### src/fqr_pkg.sv
// shared constants, types and command codes of the flash query read-out block
package fqr_pkg;

    localparam int ADDR_W     = 22;
    localparam int DATA_W     = 16;
    localparam int BLK_SHIFT  = 15;
    localparam int PART_SHIFT = 18;
    localparam int OFS_W      = 8;

    localparam logic [OFS_W-1:0] OFS_MAKER_ID   = 8'h00;
    localparam logic [OFS_W-1:0] OFS_PART_ID    = 8'h01;
    localparam logic [OFS_W-1:0] OFS_BLK_STATUS = 8'h02;
    localparam logic [OFS_W-1:0] OFS_RSVD_FIRST = 8'h04;
    localparam logic [OFS_W-1:0] OFS_RSVD_LAST  = 8'h0F;
    localparam logic [OFS_W-1:0] OFS_QUERY_ID   = 8'h10;
    localparam logic [OFS_W-1:0] OFS_PRI_CMDSET = 8'h13;
    localparam logic [OFS_W-1:0] OFS_PRI_PTR    = 8'h15;
    localparam logic [OFS_W-1:0] OFS_ALT_CMDSET = 8'h17;
    localparam logic [OFS_W-1:0] OFS_ALT_PTR    = 8'h19;
    localparam logic [OFS_W-1:0] OFS_SYS_IF     = 8'h1B;
    localparam logic [OFS_W-1:0] OFS_GEOMETRY   = 8'h27;

    localparam logic [7:0] SIG_CHAR_Q = 8'h51;
    localparam logic [7:0] SIG_CHAR_R = 8'h52;
    localparam logic [7:0] SIG_CHAR_Y = 8'h59;
    localparam logic [7:0] UPPER_FILL = 8'h00;

    localparam logic [15:0] PRI_CMDSET_ID  = 16'h0003;
    localparam logic [15:0] PRI_TABLE_PTR  = 16'h0039;
    localparam logic [15:0] ALT_CMDSET_ID  = 16'h0000;
    localparam logic [15:0] ALT_TABLE_PTR  = 16'h0000;

    localparam int LOCK_BIT     = 0;
    localparam int LOCKDOWN_BIT = 1;

    localparam logic [7:0] CMD_READ_ARRAY  = 8'hFF;
    localparam logic [7:0] CMD_READ_ID     = 8'h90;
    localparam logic [7:0] CMD_QUERY       = 8'h98;
    localparam logic [7:0] CMD_READ_STATUS = 8'h70;

    typedef enum logic [1:0] {
        FQR_ARRAY  = 2'b00,
        FQR_QUERY  = 2'b01,
        FQR_STATUS = 2'b11
    } fqr_mode_e;

    typedef struct packed {
        logic [7:0] hi_byte;
        logic [7:0] lo_byte;
    } fqr_word_s;

    typedef struct packed {
        logic ce_n;
        logic oe_n;
        logic we_n;
    } fqr_ctl_s;

endpackage : fqr_pkg

### src/flash_query_readout.sv
// read-side query and block-status output path of the flash device
//
// Function
// - query bytes are driven only on the low eight data lines.
// - the upper data byte of every query location reads zero.
// - query offsets are word addresses; the identification table starts at 10h.
// - multi-byte fields put the least significant byte at the lowest address.
// - locations 10h, 11h, 12h return 51h, 52h, 59h.
// - identification at 10h, system interface at 1Bh, geometry at 27h.
// - offsets 4h to Fh are reserved for vendor content.
// - after the query command, partition reads return the query database.
// - each block has a status byte at its base word address plus two.
// - status bit 0 reads one when the block is locked.
// - status bit 1 reads one when the block is locked down.
// - status bits 2 to 7 always read zero.
// - the two-byte field at offset 15h points to the primary extended table.
// - each partition keeps its output mode until a new command changes it.
// - all partitions start in array read mode after reset.
`timescale 1ns/10ps
module flash_query_readout
    import fqr_pkg::*;
#(
    parameter int N_BLK = 128,
    parameter int BLK_W = 7,
    parameter int N_PART = 16,
    parameter int PART_W = 4
)(
    input  wire logic              clk_i,
    input  wire logic              reset_i,
    input  wire logic              ce_n_i,
    input  wire logic              oe_n_i,
    input  wire logic              we_n_i,
    input  wire logic [ADDR_W-1:0] addr_i,
    input  wire logic [DATA_W-1:0] dq_i,
    input  wire logic [DATA_W-1:0] array_data_i,
    input  wire logic [7:0]        wsm_status_i,
    input  wire logic [N_BLK-1:0]  block_lock_i,
    input  wire logic [N_BLK-1:0]  block_lockdown_i,
    output logic      [DATA_W-1:0] dq_o,
    output logic                   dq_oe_o,
    output logic                   cmd_taken_o
);

    fqr_ctl_s               ctl;
    logic                   wr_armed_r;
    logic                   wr_take;
    logic                   rd_take;
    logic      [PART_W-1:0] part_sel;
    logic      [BLK_W-1:0]  blk_sel;
    logic      [OFS_W-1:0]  q_ofs;
    logic                   in_status_slot;
    logic                   ofs_above_table;
    fqr_mode_e              rd_mode;
    logic      [7:0]        rom_byte;
    logic      [7:0]        block_status_byte;
    fqr_word_s              word_nxt;
    fqr_word_s              word_r;
    logic                   oe_r;
    logic                   cmd_taken_r;

    assign ctl = '{ce_n: ce_n_i, oe_n: oe_n_i, we_n: we_n_i};

    // a write is taken once per low phase of the write strobe
    assign wr_take = !ctl.ce_n && !ctl.we_n && wr_armed_r;
    assign rd_take = !ctl.ce_n && !ctl.oe_n && ctl.we_n;

    assign part_sel = addr_i[ADDR_W-1 -: PART_W];
    assign blk_sel  = addr_i[ADDR_W-1 -: BLK_W];

    // offset inside the block, in words of the full x16 bus
    assign q_ofs           = addr_i[OFS_W-1:0];
    assign ofs_above_table = |addr_i[BLK_SHIFT-1:OFS_W];
    assign in_status_slot  = !ofs_above_table && q_ofs == OFS_BLK_STATUS;

    always_ff @(posedge clk_i)
    begin
        if (reset_i)
            wr_armed_r <= 1'b1;
        else if (ctl.ce_n || ctl.we_n)
            wr_armed_r <= 1'b1;
        else
            wr_armed_r <= 1'b0;
    end

    fqr_part_mode #(
        .N_PART (N_PART),
        .PART_W (PART_W)
    ) u_part_mode (
        .clk_i     (clk_i),
        .reset_i   (reset_i),
        .wr_en_i   (wr_take),
        .wr_part_i (part_sel),
        .wr_cmd_i  (dq_i[7:0]),
        .rd_part_i (part_sel),
        .rd_mode_o (rd_mode)
    );

    // the database is a constant table with no write path
    fqr_query_rom u_query_rom (
        .ofs_i  (q_ofs),
        .byte_o (rom_byte)
    );

    always_comb
    begin
        block_status_byte               = 8'h00;
        block_status_byte[LOCK_BIT]     = block_lock_i[blk_sel];
        block_status_byte[LOCKDOWN_BIT] = block_lockdown_i[blk_sel];
    end

    always_comb
    begin
        word_nxt = '{hi_byte: 8'h00, lo_byte: 8'h00};
        unique case (rd_mode)
            FQR_ARRAY:
            begin
                word_nxt = array_data_i;
            end
            FQR_QUERY:
            begin
                word_nxt.hi_byte = UPPER_FILL;
                if (ofs_above_table)
                    word_nxt.lo_byte = 8'h00;
                else if (in_status_slot)
                    word_nxt.lo_byte = block_status_byte;
                else
                    word_nxt.lo_byte = rom_byte;
            end
            FQR_STATUS:
            begin
                word_nxt.hi_byte = 8'h00;
                word_nxt.lo_byte = wsm_status_i;
            end
            default:
            begin
                word_nxt = '{hi_byte: 8'h00, lo_byte: 8'h00};
            end
        endcase
    end

    // data is launched the cycle after the read strobe is seen, so all
    // address decode has a full cycle before reaching the pins
    always_ff @(posedge clk_i)
    begin
        if (reset_i)
            word_r <= '{hi_byte: 8'h00, lo_byte: 8'h00};
        else if (rd_take)
            word_r <= word_nxt;
    end

    always_ff @(posedge clk_i)
    begin
        if (reset_i)
            oe_r <= 1'b0;
        else
            oe_r <= rd_take;
    end

    always_ff @(posedge clk_i)
    begin
        if (reset_i)
            cmd_taken_r <= 1'b0;
        else
            cmd_taken_r <= wr_take;
    end

    assign dq_o        = word_r;
    assign dq_oe_o     = oe_r;
    assign cmd_taken_o = cmd_taken_r;

endmodule : flash_query_readout

### src/fqr_part_mode.sv
// per-partition output mode, held until a new command changes it
`timescale 1ns/10ps
module fqr_part_mode
    import fqr_pkg::*;
#(
    parameter int N_PART = 16,
    parameter int PART_W = 4
)(
    input  wire logic              clk_i,
    input  wire logic              reset_i,
    input  wire logic              wr_en_i,
    input  wire logic [PART_W-1:0] wr_part_i,
    input  wire logic [7:0]        wr_cmd_i,
    input  wire logic [PART_W-1:0] rd_part_i,
    output fqr_mode_e              rd_mode_o
);

    fqr_mode_e mode_r [N_PART];

    function automatic fqr_mode_e decode_cmd(input logic [7:0] cmd, input fqr_mode_e cur);
        decode_cmd = cur;
        if (cmd == CMD_READ_ARRAY)
            decode_cmd = FQR_ARRAY;
        else if (cmd == CMD_QUERY || cmd == CMD_READ_ID)
            decode_cmd = FQR_QUERY;
        else if (cmd == CMD_READ_STATUS)
            decode_cmd = FQR_STATUS;
    endfunction : decode_cmd

    for (genvar p = 0; p < N_PART; p++)
    begin : g_part
        always_ff @(posedge clk_i)
        begin
            if (reset_i)
                mode_r[p] <= FQR_ARRAY;
            else if (wr_en_i && wr_part_i == PART_W'(p))
                mode_r[p] <= decode_cmd(wr_cmd_i, mode_r[p]);
        end
    end

    assign rd_mode_o = mode_r[rd_part_i];

endmodule : fqr_part_mode

### src/fqr_query_rom.sv
// constant query database: one byte per word offset
`timescale 1ns/10ps
module fqr_query_rom
    import fqr_pkg::*;
#(
    parameter logic [15:0] MAKER_ID = 16'h00A5,   // arbitrary value
    parameter logic [15:0] PART_ID  = 16'h005A,   // arbitrary value
    parameter logic [95:0] SYS_IF   = 96'h0003_0004_000A_0004_C6B4_1917
)(
    input  wire logic [OFS_W-1:0] ofs_i,
    output logic      [7:0]       byte_o
);

    // low byte of a multi-byte field sits at its lower offset
    function automatic logic [7:0] field_byte(input logic [15:0] field, input logic upper);
        field_byte = upper ? field[15:8] : field[7:0];
    endfunction : field_byte

    always_comb
    begin
        byte_o = 8'h00;
        if (ofs_i == OFS_MAKER_ID)
            byte_o = MAKER_ID[7:0];
        else if (ofs_i == OFS_PART_ID)
            byte_o = PART_ID[7:0];
        else if (ofs_i >= OFS_RSVD_FIRST && ofs_i <= OFS_RSVD_LAST)
            byte_o = 8'h00;
        else if (ofs_i == OFS_QUERY_ID)
            byte_o = SIG_CHAR_Q;
        else if (ofs_i == OFS_QUERY_ID + 8'h01)
            byte_o = SIG_CHAR_R;
        else if (ofs_i == OFS_QUERY_ID + 8'h02)
            byte_o = SIG_CHAR_Y;
        else if (ofs_i == OFS_PRI_CMDSET || ofs_i == OFS_PRI_CMDSET + 8'h01)
            byte_o = field_byte(PRI_CMDSET_ID, ofs_i != OFS_PRI_CMDSET);
        else if (ofs_i == OFS_PRI_PTR || ofs_i == OFS_PRI_PTR + 8'h01)
            byte_o = field_byte(PRI_TABLE_PTR, ~ofs_i[0]);
        else if (ofs_i == OFS_ALT_CMDSET || ofs_i == OFS_ALT_CMDSET + 8'h01)
            byte_o = field_byte(ALT_CMDSET_ID, ofs_i != OFS_ALT_CMDSET);
        else if (ofs_i == OFS_ALT_PTR || ofs_i == OFS_ALT_PTR + 8'h01)
            byte_o = field_byte(ALT_TABLE_PTR, ~ofs_i[0]);
        else if (ofs_i >= OFS_SYS_IF && ofs_i < OFS_GEOMETRY)
            byte_o = SYS_IF[8*(ofs_i - OFS_SYS_IF) +: 8];
    end

endmodule : fqr_query_rom
### config.mk
export PLATFORM = sky130hd
export DESIGN_NAME = flash_query_readout
export DESIGN_NICKNAME = d
export VERILOG_FILES = /design/src/fqr_pkg.sv /design/src/flash_query_readout.sv /design/src/fqr_part_mode.sv /design/src/fqr_query_rom.sv
export SDC_FILE = /design/constraint.sdc
export NUM_CORES = 1
export LEC_CHECK = 0
export BUFFER_PORTS_ARGS = -buffer_cell sky130_fd_sc_hd__clkbuf_2
export CAP_MARGIN = 0
export CELL_PAD_IN_SITES_DETAIL_PLACEMENT = 1
export CELL_PAD_IN_SITES_GLOBAL_PLACEMENT = 1
export CORE_MARGIN = 4
export CORE_UTILIZATION = 28
export DETAILED_ROUTE_END_ITERATION = 10
export MAX_ROUTING_LAYER = met4
export PLACE_DENSITY = 0.86
export SYNTH_ARGS = -nofsm -noshare
export SYNTH_HDL_FRONTEND = slang
export SYNTH_SLANG_ARGS = --single-unit
export TNS_END_PERCENT = 10
### constraint.sdc
create_clock -name clk_i -period 3.4 [get_ports clk_i]
set_input_delay 1.02 -clock clk_i [delete_from_list [all_inputs] [get_ports clk_i]]
set_output_delay 1.02 -clock clk_i [all_outputs]
set_load 0.05 [all_outputs]
Word-level counts from Yosys, hierarchy flattened. Memory sizes are Yosys's and may differ from the RTL's. Index checks and enable logic that the tools add are counted. Widths: inputs -> output; s select.

Add/sub/neg operators: 1. Multiply operators: 0. Div/mod/pow operators: 0. Magnitude comparators: 5. Eq/ne operators: 51. Shift operators: 1. Mux-type cells: 167. Bitwise operators: 16. Reductions and logical operators: 53.

Operators by type and width (number): $mux 2 (97); $mux 8 (13); $shiftx 96x33->8 const A (1); $eq 8x5->1 const B (11); $ne 5x5->1 const B (16); $mux 1 (53); $pmux 16 s3 (1); $eq 4x4->1 const B (8); $reduce_and 2->1 (16); $eq 8x8->1 const B (3); $logic_and 1x1->1 (23); $eq 4x3->1 const B (4); $or 1x1->1 (16); $bmux 1 s7 (2); $sub 8x5->9 const B (1); $eq 4x2->1 const B (2); $eq 8x1->1 const B (1); $eq 8x2->1 const B (1); $eq 8x7->1 const B (1); $ge 8x3->1 const B (1); $ge 8x5->1 const B (1); $le 8x4->1 const B (1); $logic_not 8->1 (1); $lt 7x8->1 const B (1); other kinds (11) (19).

Register bits: 19. Latch bits: 0. Bits in writable memories: 32. Memory bits (read-only): 0. Bits of input ports: 323. Output and inout port bits: 18. Word-level logic and storage cells: 300. Memories kept: 1.

Memory list: u_part_mode.mode_r (depth 16, width 2, read ports 1, clocked after memory_dff 0, write ports 16, line fqr_part_mode.sv:18) `fqr_mode_e mode_r [N_PART];`.

Longest topological paths before layout. Gate-level depths: netlist (run 1).

Depth after elaboration: 16. Mapped depth: 12. Depth with buffers taken out: 9.

Cells and area by module. A second synthesis (run 1) with hierarchy kept.

Cell total of the unflattened synthesis: 577. Area total of the unflattened synthesis: 5639.2 sq um.

By module, submodules not included: flash_query_readout (times used 1, cells each 311, area an instance 3175.5 sq um, sequential area each 380.4 sq um); fqr_part_mode (times used 1, cells each 138, area an instance 1651.6 sq um, sequential area each 960.9 sq um); fqr_query_rom (times used 1, cells each 128, area an instance 812.0 sq um, sequential area each 0.0 sq um).

Least setup slack after synthesis (run 1). No wires, ideal clock.

Path type: input to register. Start point: input addr_i[0]. End point: register word_r, in the netlist dq_o[0]. Library setup time: 0.084 ns. Data arrival time: 3.345 ns. Data required time: 3.316 ns. Slack: -0.030 ns. Cell stages on the path: 11. Path buffers: 2. Path through: clkbuf_1 > clkbuf_1 > inv_1 > ha_1 > nor2_1 > a41oi_1 > o31a_1 > or2_2 > o21a_1 > o31a_1 > o31ai_2.

Longest elaborated chain between the ends: 16. Elaborated cells on any way between the ends: 44. Classes of those cells: 1 x add/sub; 4 x order compare; 14 x eq/ne; 1 x shift; 16 x mux; 8 x reduce/logical.

Ends and longest elaborated chain: start: declaration (line flash_query_readout.sv:33) `input wire logic [ADDR_W-1:0] addr_i,`; $sub 8x5->9, or another cell as far along (line fqr_query_rom.sv:43) `byte_o = SYS_IF[8*(ofs_i - OFS_SYS_IF) +: 8];`; $shiftx 96x33->8 or $logic_and 1x1->1 (tied branches) (line fqr_query_rom.sv:43, fqr_query_rom.sv:42); $mux 8 (line fqr_query_rom.sv:42) `else if (ofs_i >= OFS_SYS_IF && ofs_i < OFS_GEOMETRY)`; $mux 8 (line fqr_query_rom.sv:40) `else if (ofs_i == OFS_ALT_PTR || ofs_i == OFS_ALT_PTR + 8'h01)`; $mux 8 (line fqr_query_rom.sv:38) `else if (ofs_i == OFS_ALT_CMDSET || ofs_i == OFS_ALT_CMDSET + 8'h01)`; $mux 8 (line fqr_query_rom.sv:36) `else if (ofs_i == OFS_PRI_PTR || ofs_i == OFS_PRI_PTR + 8'h01)`; $mux 8 (line fqr_query_rom.sv:34) `else if (ofs_i == OFS_PRI_CMDSET || ofs_i == OFS_PRI_CMDSET + 8'h01)`; $mux 8 (line fqr_query_rom.sv:32) `else if (ofs_i == OFS_QUERY_ID + 8'h02)`; $mux 8 (line fqr_query_rom.sv:30) `else if (ofs_i == OFS_QUERY_ID + 8'h01)`; $mux 8 (line fqr_query_rom.sv:28) `else if (ofs_i == OFS_QUERY_ID)`; $mux 8 (line fqr_query_rom.sv:26) `else if (ofs_i >= OFS_RSVD_FIRST && ofs_i <= OFS_RSVD_LAST)`; $mux 8 (line fqr_query_rom.sv:24) `else if (ofs_i == OFS_PART_ID)`; $mux 8 (line fqr_query_rom.sv:22) `if (ofs_i == OFS_MAKER_ID)`; $mux 8 (*) (line flash_query_readout.sv:124) `else if (in_status_slot)`; $mux 8 (*) (line flash_query_readout.sv:122) `if (ofs_above_table)`; $pmux 16 s3 (*) (line flash_query_readout.sv:114) `unique case (rd_mode)`; end signal: assignment (line flash_query_readout.sv:146) `word_r <= '{hi_byte: 8'h00, lo_byte: 8'h00};`; end signal: assignment (line flash_query_readout.sv:148) `word_r <= word_nxt;`; end: declaration (line flash_query_readout.sv:57) `fqr_word_s word_r;`.

Every way passes the cells marked *; elsewhere a longest branch is shown, timed or not. A chain may end at the register's enable or synchronous reset.

Worst setup path in the final report (run 1).
Start point: input addr_i[10]. End point: register word_r, in the netlist dq_o[0].

Longest elaborated chain between the ends: 6.

Ends and longest elaborated chain: $reduce_or 7->1 (*) (line flash_query_readout.sv:72) `assign ofs_above_table = |addr_i[BLK_SHIFT-1:OFS_W];`; $logic_not 1->1 (line flash_query_readout.sv:73) `assign in_status_slot = !ofs_above_table && q_ofs == OFS_BLK_STATUS;`; $logic_and 1x1->1 (line flash_query_readout.sv:73); $mux 8 (line flash_query_readout.sv:124); $mux 8 (*) (line flash_query_readout.sv:122); $pmux 16 s3 (*) (line flash_query_readout.sv:114).

Marks and branches as above.

==> results of run 1 <==
-- through the flow --
| step | instances | hold slack, ns | cell area (um^2) | TNS [ns] |
|---|---|---|---|---|
| 2_1_floorplan | 562 | 0.445 | 5500 | 0 |
| 3_3_place_gp | 1151 | 0.438 | 7650 | 0 |
| 3_5_place_dp | 1151 | 0.451 | 7650 | -0.0103 |
| 4_1_cts | 1159 | 0.462 | 7810 | 0 |
| 5_1_grt | 1160 | 0.483 | 7810 | 0 |
| 6_report | 1160 | 0.457 | 7810 | 0 |
-- worst paths after layout --
path / startpoint / endpoint / slack, ns / cells past startpoint
max: addr_i[10] / dq_o[0]$_SDFFE_PP0P_ / 0.32 / 8
min: dq_o[12]$_SDFFE_PP0P_ / dq_o[12]$_SDFFE_PP0P_ / 0.46 / 2
max reg2reg: u_part_mode.mode_r[11][1]$_SDFFCE_PN0P_ / dq_o[5]$_SDFFE_PP0P_ / 1.00 / 8
min reg2reg: dq_o[12]$_SDFFE_PP0P_ / dq_o[12]$_SDFFE_PP0P_ / 0.46 / 2
-- cell families (layout without fill, tap and decap cells) --
| group | after synthesis | in the layout | share of synthesized area, % |
|---|---|---|---|
| XOR/XNOR | 2 | 2 | 0.319 |
| buffers and inverters | 65 | 402 | 5.57 |
| AO/OA/AOI/OAI | 154 | 154 | 19.9 |
| other | 0 | 1 | 0 |
| AND/OR/NAND/NOR | 186 | 186 | 17.8 |
| multiplexers | 100 | 100 | 31.2 |
| adder cells (fa/ha/maj) | 4 | 4 | 0.910 |
| flip-flops | 51 | 51 | 24.4 |
-- sequential cells by signal (all words and copies together) (netlist names) --
register            cells
dq_o                   16
cmd_taken_o             1
wr_armed_r              1
u_part_mode.mode_r     32
dq_oe_o                 1
-- per-layer routing --
| metal | global-route usage [%] | share of wire, % |
|---|---|---|
| met1 | 27.9 | 40 |
| met2 | 40.2 | 51 |
| met3 | 3.96 | 6.6 |
| met4 | 5.82 | 2.1 |
| met5 | - | 0 |
-- layout make-up --
| class | count | area share, % |
|---|---|---|
| Multi-Input combinational cell | 446 | 49.3 |
| Tap cell | 260 | 4.17 |
| Sequential cell | 51 | 17.2 |
| Antenna cell | 1 | 0.0320 |
| Inverter | 13 | 0.625 |
| Timing Repair Buffer | 381 | 26.7 |
| Clock buffer | 5 | 1.60 |
| Clock inverter | 3 | 0.401 |
-- worst register-to-register path, cell delays in order, from the launching register on --
cell,delay (ns)
edfxtp_1,0.37
mux4_2,0.48
a22o_1,0.28
a221oi_4,0.31
and2b_1,0.25
buf_4,0.23
a22oi_1,0.12
o21ai_1,0.14
a22o_1,0.14
-- placed cells by master (no fill, tap or decap), drive strengths merged, types with 9 or more instances in the layout --
cell type,Yosys,final
clkbuf,27,336
mux4,56,56
buf,25,50
nand2,44,44
nor3,37,37
mux2i,34,34
edfxtp,32,32
nor2,29,29
o21ai,27,27
a21oi,25,25
dfxtp,19,19
inv,12,15
nand3,14,14
o21bai,13,13
nand2b,12,12
o221ai,12,12
a22oi,11,11
mux2,10,10
o22ai,9,9
-- power by group --
| group | switching [W] | internal, W |
|---|---|---|
| Clock | 0.000268 | 0.000287 |
| Sequential | 0.00000602 | 0.000670 |
| Combinational | 0.000365 | 0.000383 |
==> impl_metrics.py, run 1 <==
metrics = {
    "run_status": {
        "result_of_the_run": "finished clean",
    },
    "sta": {
        "maxSlewHeadroom_pct": 52.6,
        "fmaxAchievable_ghz": 0.325,
        "final.setup.worst_slack_ns": 0.319,
        "worst_pin_slew_ns": 0.703,
        "layout_min_cycle_time_ns": 3.08,
        "timing_hold_violations_final": 0,
        "final_min_period_over_clock_period_pct": 90.6,
        "slew_viol_final": 0,
        "timing.clock.skew_ns": 0.0111,
        "rsz0062_at_grt": "no",
        "report.final.setup_viol": 0,
    },
    "layout": {
        "layout.filler_cells": 2334,
        "design.final.nets": 1225,
        "areaGrowthSynthToFinish_pct": 42.0,
        "sequential_cell_area_mm2": 0.00134,
        "multiInputGateArea_mm2": 0.00385,
        "post_layout_utilization_of_the_core_pct": 41.1,
        "final_layout_size_suffix_gt1_share_pct": 52.4,
    },
    "pwr": {
        "power_leakage_nw": 3.42,
        "ir_worst_vdd_mv": 0.166,
        "power_per_cell_area_mw_per_mm2": 253,
        "finalPower_w": 0.00198,
    },
    "clock_network": {
        "cts.htree.levels": 2,
        "cts_root_buf": "clkbuf_16",
        "clkSlewWorstSetupHoldPaths_ns": 0.07,
        "post_cts.resized_instances": 0,
        "cts.path.max_buffers": 2,
        "tritoncts.num_buffers": 5,
        "cts.sinks": 51,
        "cts_setup_buffers": 0,
        "worstSkewPairLatency_ns": 0.31,
        "ctsHoldBuffers": 0,
        "clock_tree_from_tritoncts": "built",
    },
    "placement": {
        "port_buffers": 332,
        "routabilityCongestion": 0.975,
        "dpl.hpwl_um": 21900,
        "detailedPlace.worstSlack_ns": -0.0103,
    },
    "critical_path": {
        "path_class": "in -> reg",
        "timing.critical_path.max_delay_family": "simple AND/OR/NAND/NOR gates",
        "timing.critical_path.required_ns": 3.59,
        "critical_path.slowest_cell": "or4_1",
        "crit_path_max_fanout": 6,
        "critPathLaunchType": "input port",
        "cp_slowest_stage_delay_ns": 0.53,
        "critical_path.cell_chain": "clkbuf_2 -> or4_1 -> nor4_2 -> buf_4 -> and3_1 -> o21ai_0 -> nor4b_4 -> o31ai_2",
        "critical_path.endpoint_type": "flip-flop",
        "arrival_ns": 3.27,
        "timing.critical_path.buf_inv": 2,
    },
    "routing": {
        "ant_nets": 0,
        "via_count": 6232,
        "drc_errors": 0,
        "mean_routed_wirelength_per_cell_um": 21.7,
        "vias_per_cell": 5.37,
        "drt_pre_antenna_iters": 5,
        "finalWirelength_um": 25200,
        "first_iter_violations": 342,
    },
    "floorplanning": {
        "die_width_um": 148,
        "core_region_area_mm2": 0.0190,
        "pin_count": 341,
        "die_area_mm2": 0.0219,
        "rows": 50,
        "fp.dieH_um": 148,
        "start_util_pct": 28.9,
    },
    "yosys": {
        "synth_area_mm2": 0.00550,
        "synth_top_flop_cell": "edfxtp_1",
        "post_syn_instances": 562,
        "ys.warnings.count": 0,
        "synth_top_cell_area_share_pct": 22.9,
        "avgSynthCellArea_um2": 9.79,
        "postSynthNetCount": 889,
        "async_reset_ff_share_pct": 0,
        "synth.top_cells.by_area": "mux4_2, edfxtp_1, dfxtp_1",
        "synth-seq-area-share_pct": 24.4,
        "synthTopCellsByCount": "mux4_2, nand2_1, nor3_1",
        "yosys.cell_count.top_type": "mux4_2",
        "synth-edff-count": 32,
        "postSynthRegisterBits": 51,
        "netlist.top_cell.by_area": "mux4_2",
        "number_of_distinct_library_cell_variants_in_the_gate_level_netlist_after_synthesis": 70,
    },
    "global_routing": {
        "grt_usage_pct": 23.1,
        "grt.overflow.total": 0,
        "grt_start_max_net_pins": 29,
        "global_route_wire_length_before_repair_um": 38600,
        "grt_antenna_before_repair": 2,
        "grt_pass1_vias": 6830,
    },
    "worst_hold_path": {
        "hp-class": "reg -> reg",
    },
    "flow_run": {
        "cap_viol_max_count": 0,
    },
}
No activity file was read; power rests on OpenSTA's default activity.
==> inputs of run 2 (changes only) <==
--- a/config.mk
+++ b/config.mk
@@ -5,15 +5,15 @@
 export SDC_FILE = /design/constraint.sdc
 export NUM_CORES = 1
 export LEC_CHECK = 0
-export BUFFER_PORTS_ARGS = -buffer_cell sky130_fd_sc_hd__clkbuf_2
 export CAP_MARGIN = 0
 export CELL_PAD_IN_SITES_DETAIL_PLACEMENT = 1
-export CELL_PAD_IN_SITES_GLOBAL_PLACEMENT = 1
+export CELL_PAD_IN_SITES_GLOBAL_PLACEMENT = 2
 export CORE_MARGIN = 4
-export CORE_UTILIZATION = 28
+export CORE_UTILIZATION = 32
 export DETAILED_ROUTE_END_ITERATION = 10
+export DONT_BUFFER_PORTS = 1
 export MAX_ROUTING_LAYER = met4
-export PLACE_DENSITY = 0.86
+export PLACE_DENSITY = 0.85
 export SYNTH_ARGS = -nofsm -noshare
 export SYNTH_HDL_FRONTEND = slang
 export SYNTH_SLANG_ARGS = --single-unit
==> impl_metrics.py, run 2 (synthesis gave the netlist of run 1 again) <==
metrics = {
    "routing": {
        "drt_pre_antenna_iters": 5,
        "finalWirelength_um": 23200,
        "mean_routed_wirelength_per_cell_um": 30.6,
        "drc_errors": 0,
        "first_iter_violations": 481,
        "via_count": 5136,
        "vias_per_cell": 6.78,
        "ant_nets": 0,
    },
    "layout": {
        "commonest_non_fill_non_tap_cell_in_the_layout": "mux4_2",
        "layout.filler_cells": 1891,
        "areaGrowthSynthToFinish_pct": 5.35,
        "largest_reg_flops": 32,
        "final_layout_size_suffix_gt1_share_pct": 19.6,
        "design.final.nets": 857,
        "layout_common_cells": "mux4_2, nand2_1, nor3_1",
        "post_layout_utilization_of_the_core_pct": 34.7,
        "top_reg_by_flops": "u_part_mode.mode_r",
    },
    "clock_network": {
        "cts.htree.levels": 2,
        "cts.sinks": 51,
        "post_cts.resized_instances": 0,
        "cts_root_buf": "clkbuf_16",
        "cts_setup_buffers": 0,
        "clkSlewWorstSetupHoldPaths_ns": 0.07,
        "clock_tree_from_tritoncts": "built",
        "ctsHoldBuffers": 0,
        "worstSkewPairLatency_ns": 0.30,
        "tritoncts.num_buffers": 5,
        "cts.path.max_buffers": 2,
    },
    "floorplanning": {
        "die_width_um": 139,
        "die_area_mm2": 0.0194,
        "rows": 47,
        "pin_count": 341,
        "start_util_pct": 32.9,
        "fp.dieH_um": 139,
        "core_region_area_mm2": 0.0167,
    },
    "critical_path": {
        "arrival_ns": 3.06,
        "critPathLaunchType": "input port",
        "critical_path.endpoint_type": "flip-flop",
        "crit_path_max_fanout": 20,
        "path_class": "in -> reg",
        "cell_count_of_the_worst_reg_to_reg_path": 7,
        "timing.critical_path.required_ns": 3.61,
    },
    "global_routing": {
        "gr-usage-met1_pct": 29.0,
        "grt_pass1_vias": 5272,
        "grt_use_met3_pct": 7.21,
        "grt.overflow.total": 0,
        "grt_usage_pct": 23.1,
        "grt_start_max_net_pins": 78,
        "global_route_hottest_layer": "met2",
        "global_route_wire_length_before_repair_um": 33800,
        "grt_antenna_before_repair": 7,
        "met2_usage_pct": 38.6,
    },
    "pwr": {
        "power_per_cell_area_mw_per_mm2": 288,
        "ir_worst_vdd_mv": 0.209,
        "power_leakage_nw": 1.84,
        "finalPower_w": 0.00167,
    },
    "sta": {
        "timing_hold_violations_final": 0,
        "worst_pin_slew_ns": 0.743,
        "final_min_period_over_clock_period_pct": 83.9,
        "slew_viol_final": 0,
        "layout_min_cycle_time_ns": 2.85,
        "report.final.setup_viol": 0,
        "setup_total_negative_slack_ns": 0,
        "rsz0062_at_grt": "no",
        "maxSlewHeadroom_pct": 50.3,
        "timing.clock.skew_ns": 0.0101,
        "fmaxAchievable_ghz": 0.351,
    },
    "placement": {
        "routabilityCongestion": 1.06,
        "dpl.hpwl_um": 19200,
        "port_buffers": 0,
    },
    "worst_hold_path": {
        "hp-class": "reg -> reg",
        "min_delay_path_depth": 2,
    },
    "flow_run": {
        "cap_viol_max_count": 0,
    },
    "run_status": {
        "result_of_the_run": "finished clean",
    },
}
run 2: cell count changes in the layout (fill, tap and decap cells not counted):
cell	before	now
buf_12	4	0
buf_4	46	13
clkbuf_2	331	0
diode_2	1	7
nor3b_1	5	4
nor3b_2	0	1
run 2: through the flow:
step,hold slack [ns],instance area [um^2],worst slack [ns],cells
floorplan,0.445,5500,0.0810,562
global route,0.565,5790,0.421,758
CTS,0.549,5780,0.570,751
finish,0.535,5790,0.548,758
global placement,0.533,5620,0.329,743
detailed placement,0.536,5620,0.279,743
run 2: final cells by class:
class                      instances  area, um^2  share of cell area, %
tap                              220         275                   4.75
clock buffer                       5         125                   2.16
inverter                          13        48.8                  0.842
multi-input combinational        446        3860                   66.6
antenna                            7        17.5                  0.302
timing repair buffer              13        97.6                   1.68
clock inverter                     3        31.3                  0.540
sequential                        51        1340                   23.1
run 2: critical path: stages:
cell and delay, ns:
inv_1 0.08, ha_1 0.30, inv_1 0.23, a41oi_1 0.16, o31a_1 0.33, or2_2 0.33, o21a_1 0.20, o31a_1 0.25
o31ai_2 0.16
run 2: per-layer routing:
layer / wire [um] / share of wire (%) / vias to the layer above
met5: 0 / 0 / -
met4: 128 / 0.55 / 0
met3: 2040 / 8.8 / 14
met2: 11400 / 49 / 327
met1: 9570 / 41 / 2609
li1: - / - / 2186
run 2: worst paths after layout:
check / start / to / slack [ns]
min reg2reg: wr_armed_r$_SDFF_PP1_ / cmd_taken_o$_SDFF_PP0_ / 0.53
max: addr_i[0] / dq_o[0]$_SDFFE_PP0P_ / 0.55
max reg2reg: u_part_mode.mode_r[11][1]$_SDFFCE_PN0P_ / dq_o[0]$_SDFFE_PP0P_ / 1.01
min: wr_armed_r$_SDFF_PP1_ / cmd_taken_o$_SDFF_PP0_ / 0.53
run 2: power by group:
group | switching, W | internal [W] | leakage [nW]
Combinational | 0.000199 | 0.000229 | 1.27
Clock | 0.000260 | 0.000287 | 0.0783
Sequential | 0.0000272 | 0.000670 | 0.498
==> inputs of run 3 (changes only) <==
--- a/config.mk
+++ b/config.mk
@@ -9,11 +9,11 @@
 export CELL_PAD_IN_SITES_DETAIL_PLACEMENT = 1
 export CELL_PAD_IN_SITES_GLOBAL_PLACEMENT = 2
 export CORE_MARGIN = 4
-export CORE_UTILIZATION = 32
+export CORE_UTILIZATION = 36
 export DETAILED_ROUTE_END_ITERATION = 10
 export DONT_BUFFER_PORTS = 1
 export MAX_ROUTING_LAYER = met4
-export PLACE_DENSITY = 0.85
+export PLACE_DENSITY = 0.9
 export SYNTH_ARGS = -nofsm -noshare
 export SYNTH_HDL_FRONTEND = slang
 export SYNTH_SLANG_ARGS = --single-unit
==> constraint.sdc (replaced) <==
create_clock -name clk_i -period 2.8 [get_ports clk_i]
set_input_delay 0.84 -clock clk_i [delete_from_list [all_inputs] [get_ports clk_i]]
set_output_delay 0.84 -clock clk_i [all_outputs]
set_load 0.05 [all_outputs]
==> impl_metrics.py, run 3 (synthesis gave the netlist of run 1 again) <==
metrics = {
    "run_status": {
        "result_of_the_run": "finished clean",
    },
    "sta": {
        "final_min_period_over_clock_period_pct": 92.9,
        "worst_pin_slew_ns": 0.623,
        "timing_hold_violations_final": 0,
        "timing.clock.skew_ns": 0.0111,
        "holdWs_ns": 0.585,
        "rsz0062_at_grt": "no",
        "slew_viol_final": 0,
        "fmaxAchievable_ghz": 0.384,
        "layout_min_cycle_time_ns": 2.60,
        "final.setup.worst_slack_ns": 0.198,
        "report.final.setup_viol": 0,
        "maxSlewHeadroom_pct": 58.4,
    },
    "critical_path": {
        "path_class": "in -> reg",
        "critical_path.slowest_cell": "or4_1",
        "crit_top_cell": "nand2_1",
        "regToRegSetupSlack_ns": 0.49,
        "regToRegEndpoint": "dq_o[0]$_SDFFE_PP0P_",
        "crit_path_max_fanout": 3,
        "critical_path.cell_chain": "or4_1 -> nor4_2 -> buf_4 -> nand2_1 -> o32ai_1 -> nand2_1 -> o31a_1 -> o31ai_2",
        "arrival_ns": 2.81,
        "critPathLaunchType": "input port",
        "cell_count_of_the_worst_reg_to_reg_path": 7,
        "critical_path.endpoint_type": "flip-flop",
        "rr_startpoint": "u_part_mode.mode_r[7][0]$_SDFFCE_PN0P_",
        "timing.critical_path.required_ns": 3.00,
        "cp_slowest_stage_delay_ns": 0.52,
    },
    "pwr": {
        "finalPower_w": 0.00202,
        "power_leakage_nw": 1.94,
        "power_per_cell_area_mw_per_mm2": 340,
        "ir_worst_vdd_mv": 0.278,
    },
    "clock_network": {
        "cts_root_buf": "clkbuf_16",
        "clock_tree_from_tritoncts": "built",
        "tritoncts.num_buffers": 5,
        "cts_setup_buffers": 0,
        "cts.htree.levels": 2,
        "worstSkewPairLatency_ns": 0.29,
        "clkSlewWorstSetupHoldPaths_ns": 0.08,
        "cts.path.max_buffers": 2,
        "post_cts.resized_instances": 0,
        "cts.sinks": 51,
        "ctsHoldBuffers": 0,
    },
    "routing": {
        "finalWirelength_um": 22300,
        "mean_routed_wirelength_per_cell_um": 30.2,
        "first_iter_violations": 264,
        "vias_per_cell": 6.78,
        "ant_nets": 0,
        "drc_errors": 0,
        "drt_pre_antenna_iters": 5,
        "via_count": 5018,
    },
    "layout": {
        "top_reg_by_flops": "u_part_mode.mode_r",
        "layout.filler_cells": 1648,
        "post_layout_utilization_of_the_core_pct": 40.2,
        "commonest_non_fill_non_tap_cell_in_the_layout": "mux4_2",
        "final_cell_count_no_fill": 740,
        "largest_reg_flops": 32,
        "design.final.nets": 879,
        "final_layout_size_suffix_gt1_share_pct": 23.9,
        "layout_common_cells": "mux4_2, nand2_1, nor3_1",
        "areaGrowthSynthToFinish_pct": 7.87,
    },
    "floorplanning": {
        "die_width_um": 132,
        "core_region_area_mm2": 0.0148,
        "rows": 44,
        "start_util_pct": 37.3,
        "pin_count": 341,
        "die_area_mm2": 0.0173,
        "fp.dieH_um": 132,
    },
    "worst_hold_path": {
        "holdPathEnd": "cmd_taken_o$_SDFF_PP0_",
        "min_delay_path_depth": 3,
        "timing.hold.worst.start": "wr_armed_r$_SDFF_PP1_",
        "hp-class": "reg -> reg",
    },
    "placement": {
        "dpl.hpwl_um": 18900,
        "detailedPlace.worstSlack_ns": -0.0749,
        "port_buffers": 0,
        "routabilityCongestion": 0.913,
        "placed_cells_incl_taps": 729,
    },
    "global_routing": {
        "grt_start_max_net_pins": 78,
        "grt.overflow.total": 0,
        "grt_usage_pct": 25.3,
        "grt_pass1_vias": 5543,
        "grt_antenna_before_repair": 4,
        "global_route_wire_length_before_repair_um": 33400,
    },
    "flow_run": {
        "cap_viol_max_count": 0,
    },
}
run 3: cell types whose count changed in the layout (fill, tap and decap cells not counted), sizes merged:
cell | before | now
clkinv | 1 | 2
diode | 7 | 3
buf | 13 | 35
clkinvlp | 0 | 1
inv | 15 | 13
run 3: critical path: cells and delay by family:
kind                   cells  cell delay, ns
AND/OR/NAND/NOR            4            0.98
buffers and inverters      1            0.20
AO/OA/AOI/OAI              3            0.78
run 3: power by group:
part	switching (W)	internal (W)	total, W
Clock	0.000294	0.000340	0.000633
Sequential	0.0000331	0.000814	0.000847
Combinational	0.000245	0.000294	0.000539
run 3: through the flow:
step                      cell area (um^2)  setup TNS [ns]
after floorplan                       5560               0
after global placement                5770         -0.0610
after detailed placement              5770         -0.0970
after CTS                             5930               0
after global routing                  5930               0
final                                 5930               0
run 3: per-layer routing:
| layer | vias to the layer above | track usage [%] | part of all wire (%) |
|---|---|---|---|
| met3 | 23 | 4.93 | 6.6 |
| li1 | 2229 | - | - |
| met5 | - | - | 0 |
| met4 | 0 | 6.42 | 1.9 |
| met1 | 2515 | 29.5 | 39 |
| met2 | 251 | 44.7 | 52 |
run 3: cell type report:
cell class | instances | area (um^2) | share of cell area, %
Multi-Input combinational cell | 446 | 3890 | 65.6
Sequential cell | 51 | 1340 | 22.6
Timing Repair Buffer | 35 | 263 | 4.43
Tap cell | 184 | 230 | 3.88
Clock buffer | 5 | 125 | 2.11
Inverter | 13 | 48.8 | 0.822
Clock inverter | 3 | 27.5 | 0.464
Antenna cell | 3 | 7.51 | 0.127
run 3: worst max path at each step:
| stage | from | depth (start not counted) | to |
|---|---|---|---|
| 5_1_grt | addr_i[20] | 7 | dq_o[0]$_SDFFE_PP0P_ |
| 6_report | addr_i[10] | 8 | dq_o[0]$_SDFFE_PP0P_ |
| 4_1_cts | addr_i[10] | 8 | dq_o[0]$_SDFFE_PP0P_ |
| 3_5_place_dp | addr_i[10] | 8 | dq_o[0]$_SDFFE_PP0P_ |
| 3_3_place_gp | addr_i[10] | 8 | dq_o[0]$_SDFFE_PP0P_ |
| 2_1_floorplan | addr_i[0] | 11 | dq_o[0]$_SDFFE_PP0P_ |
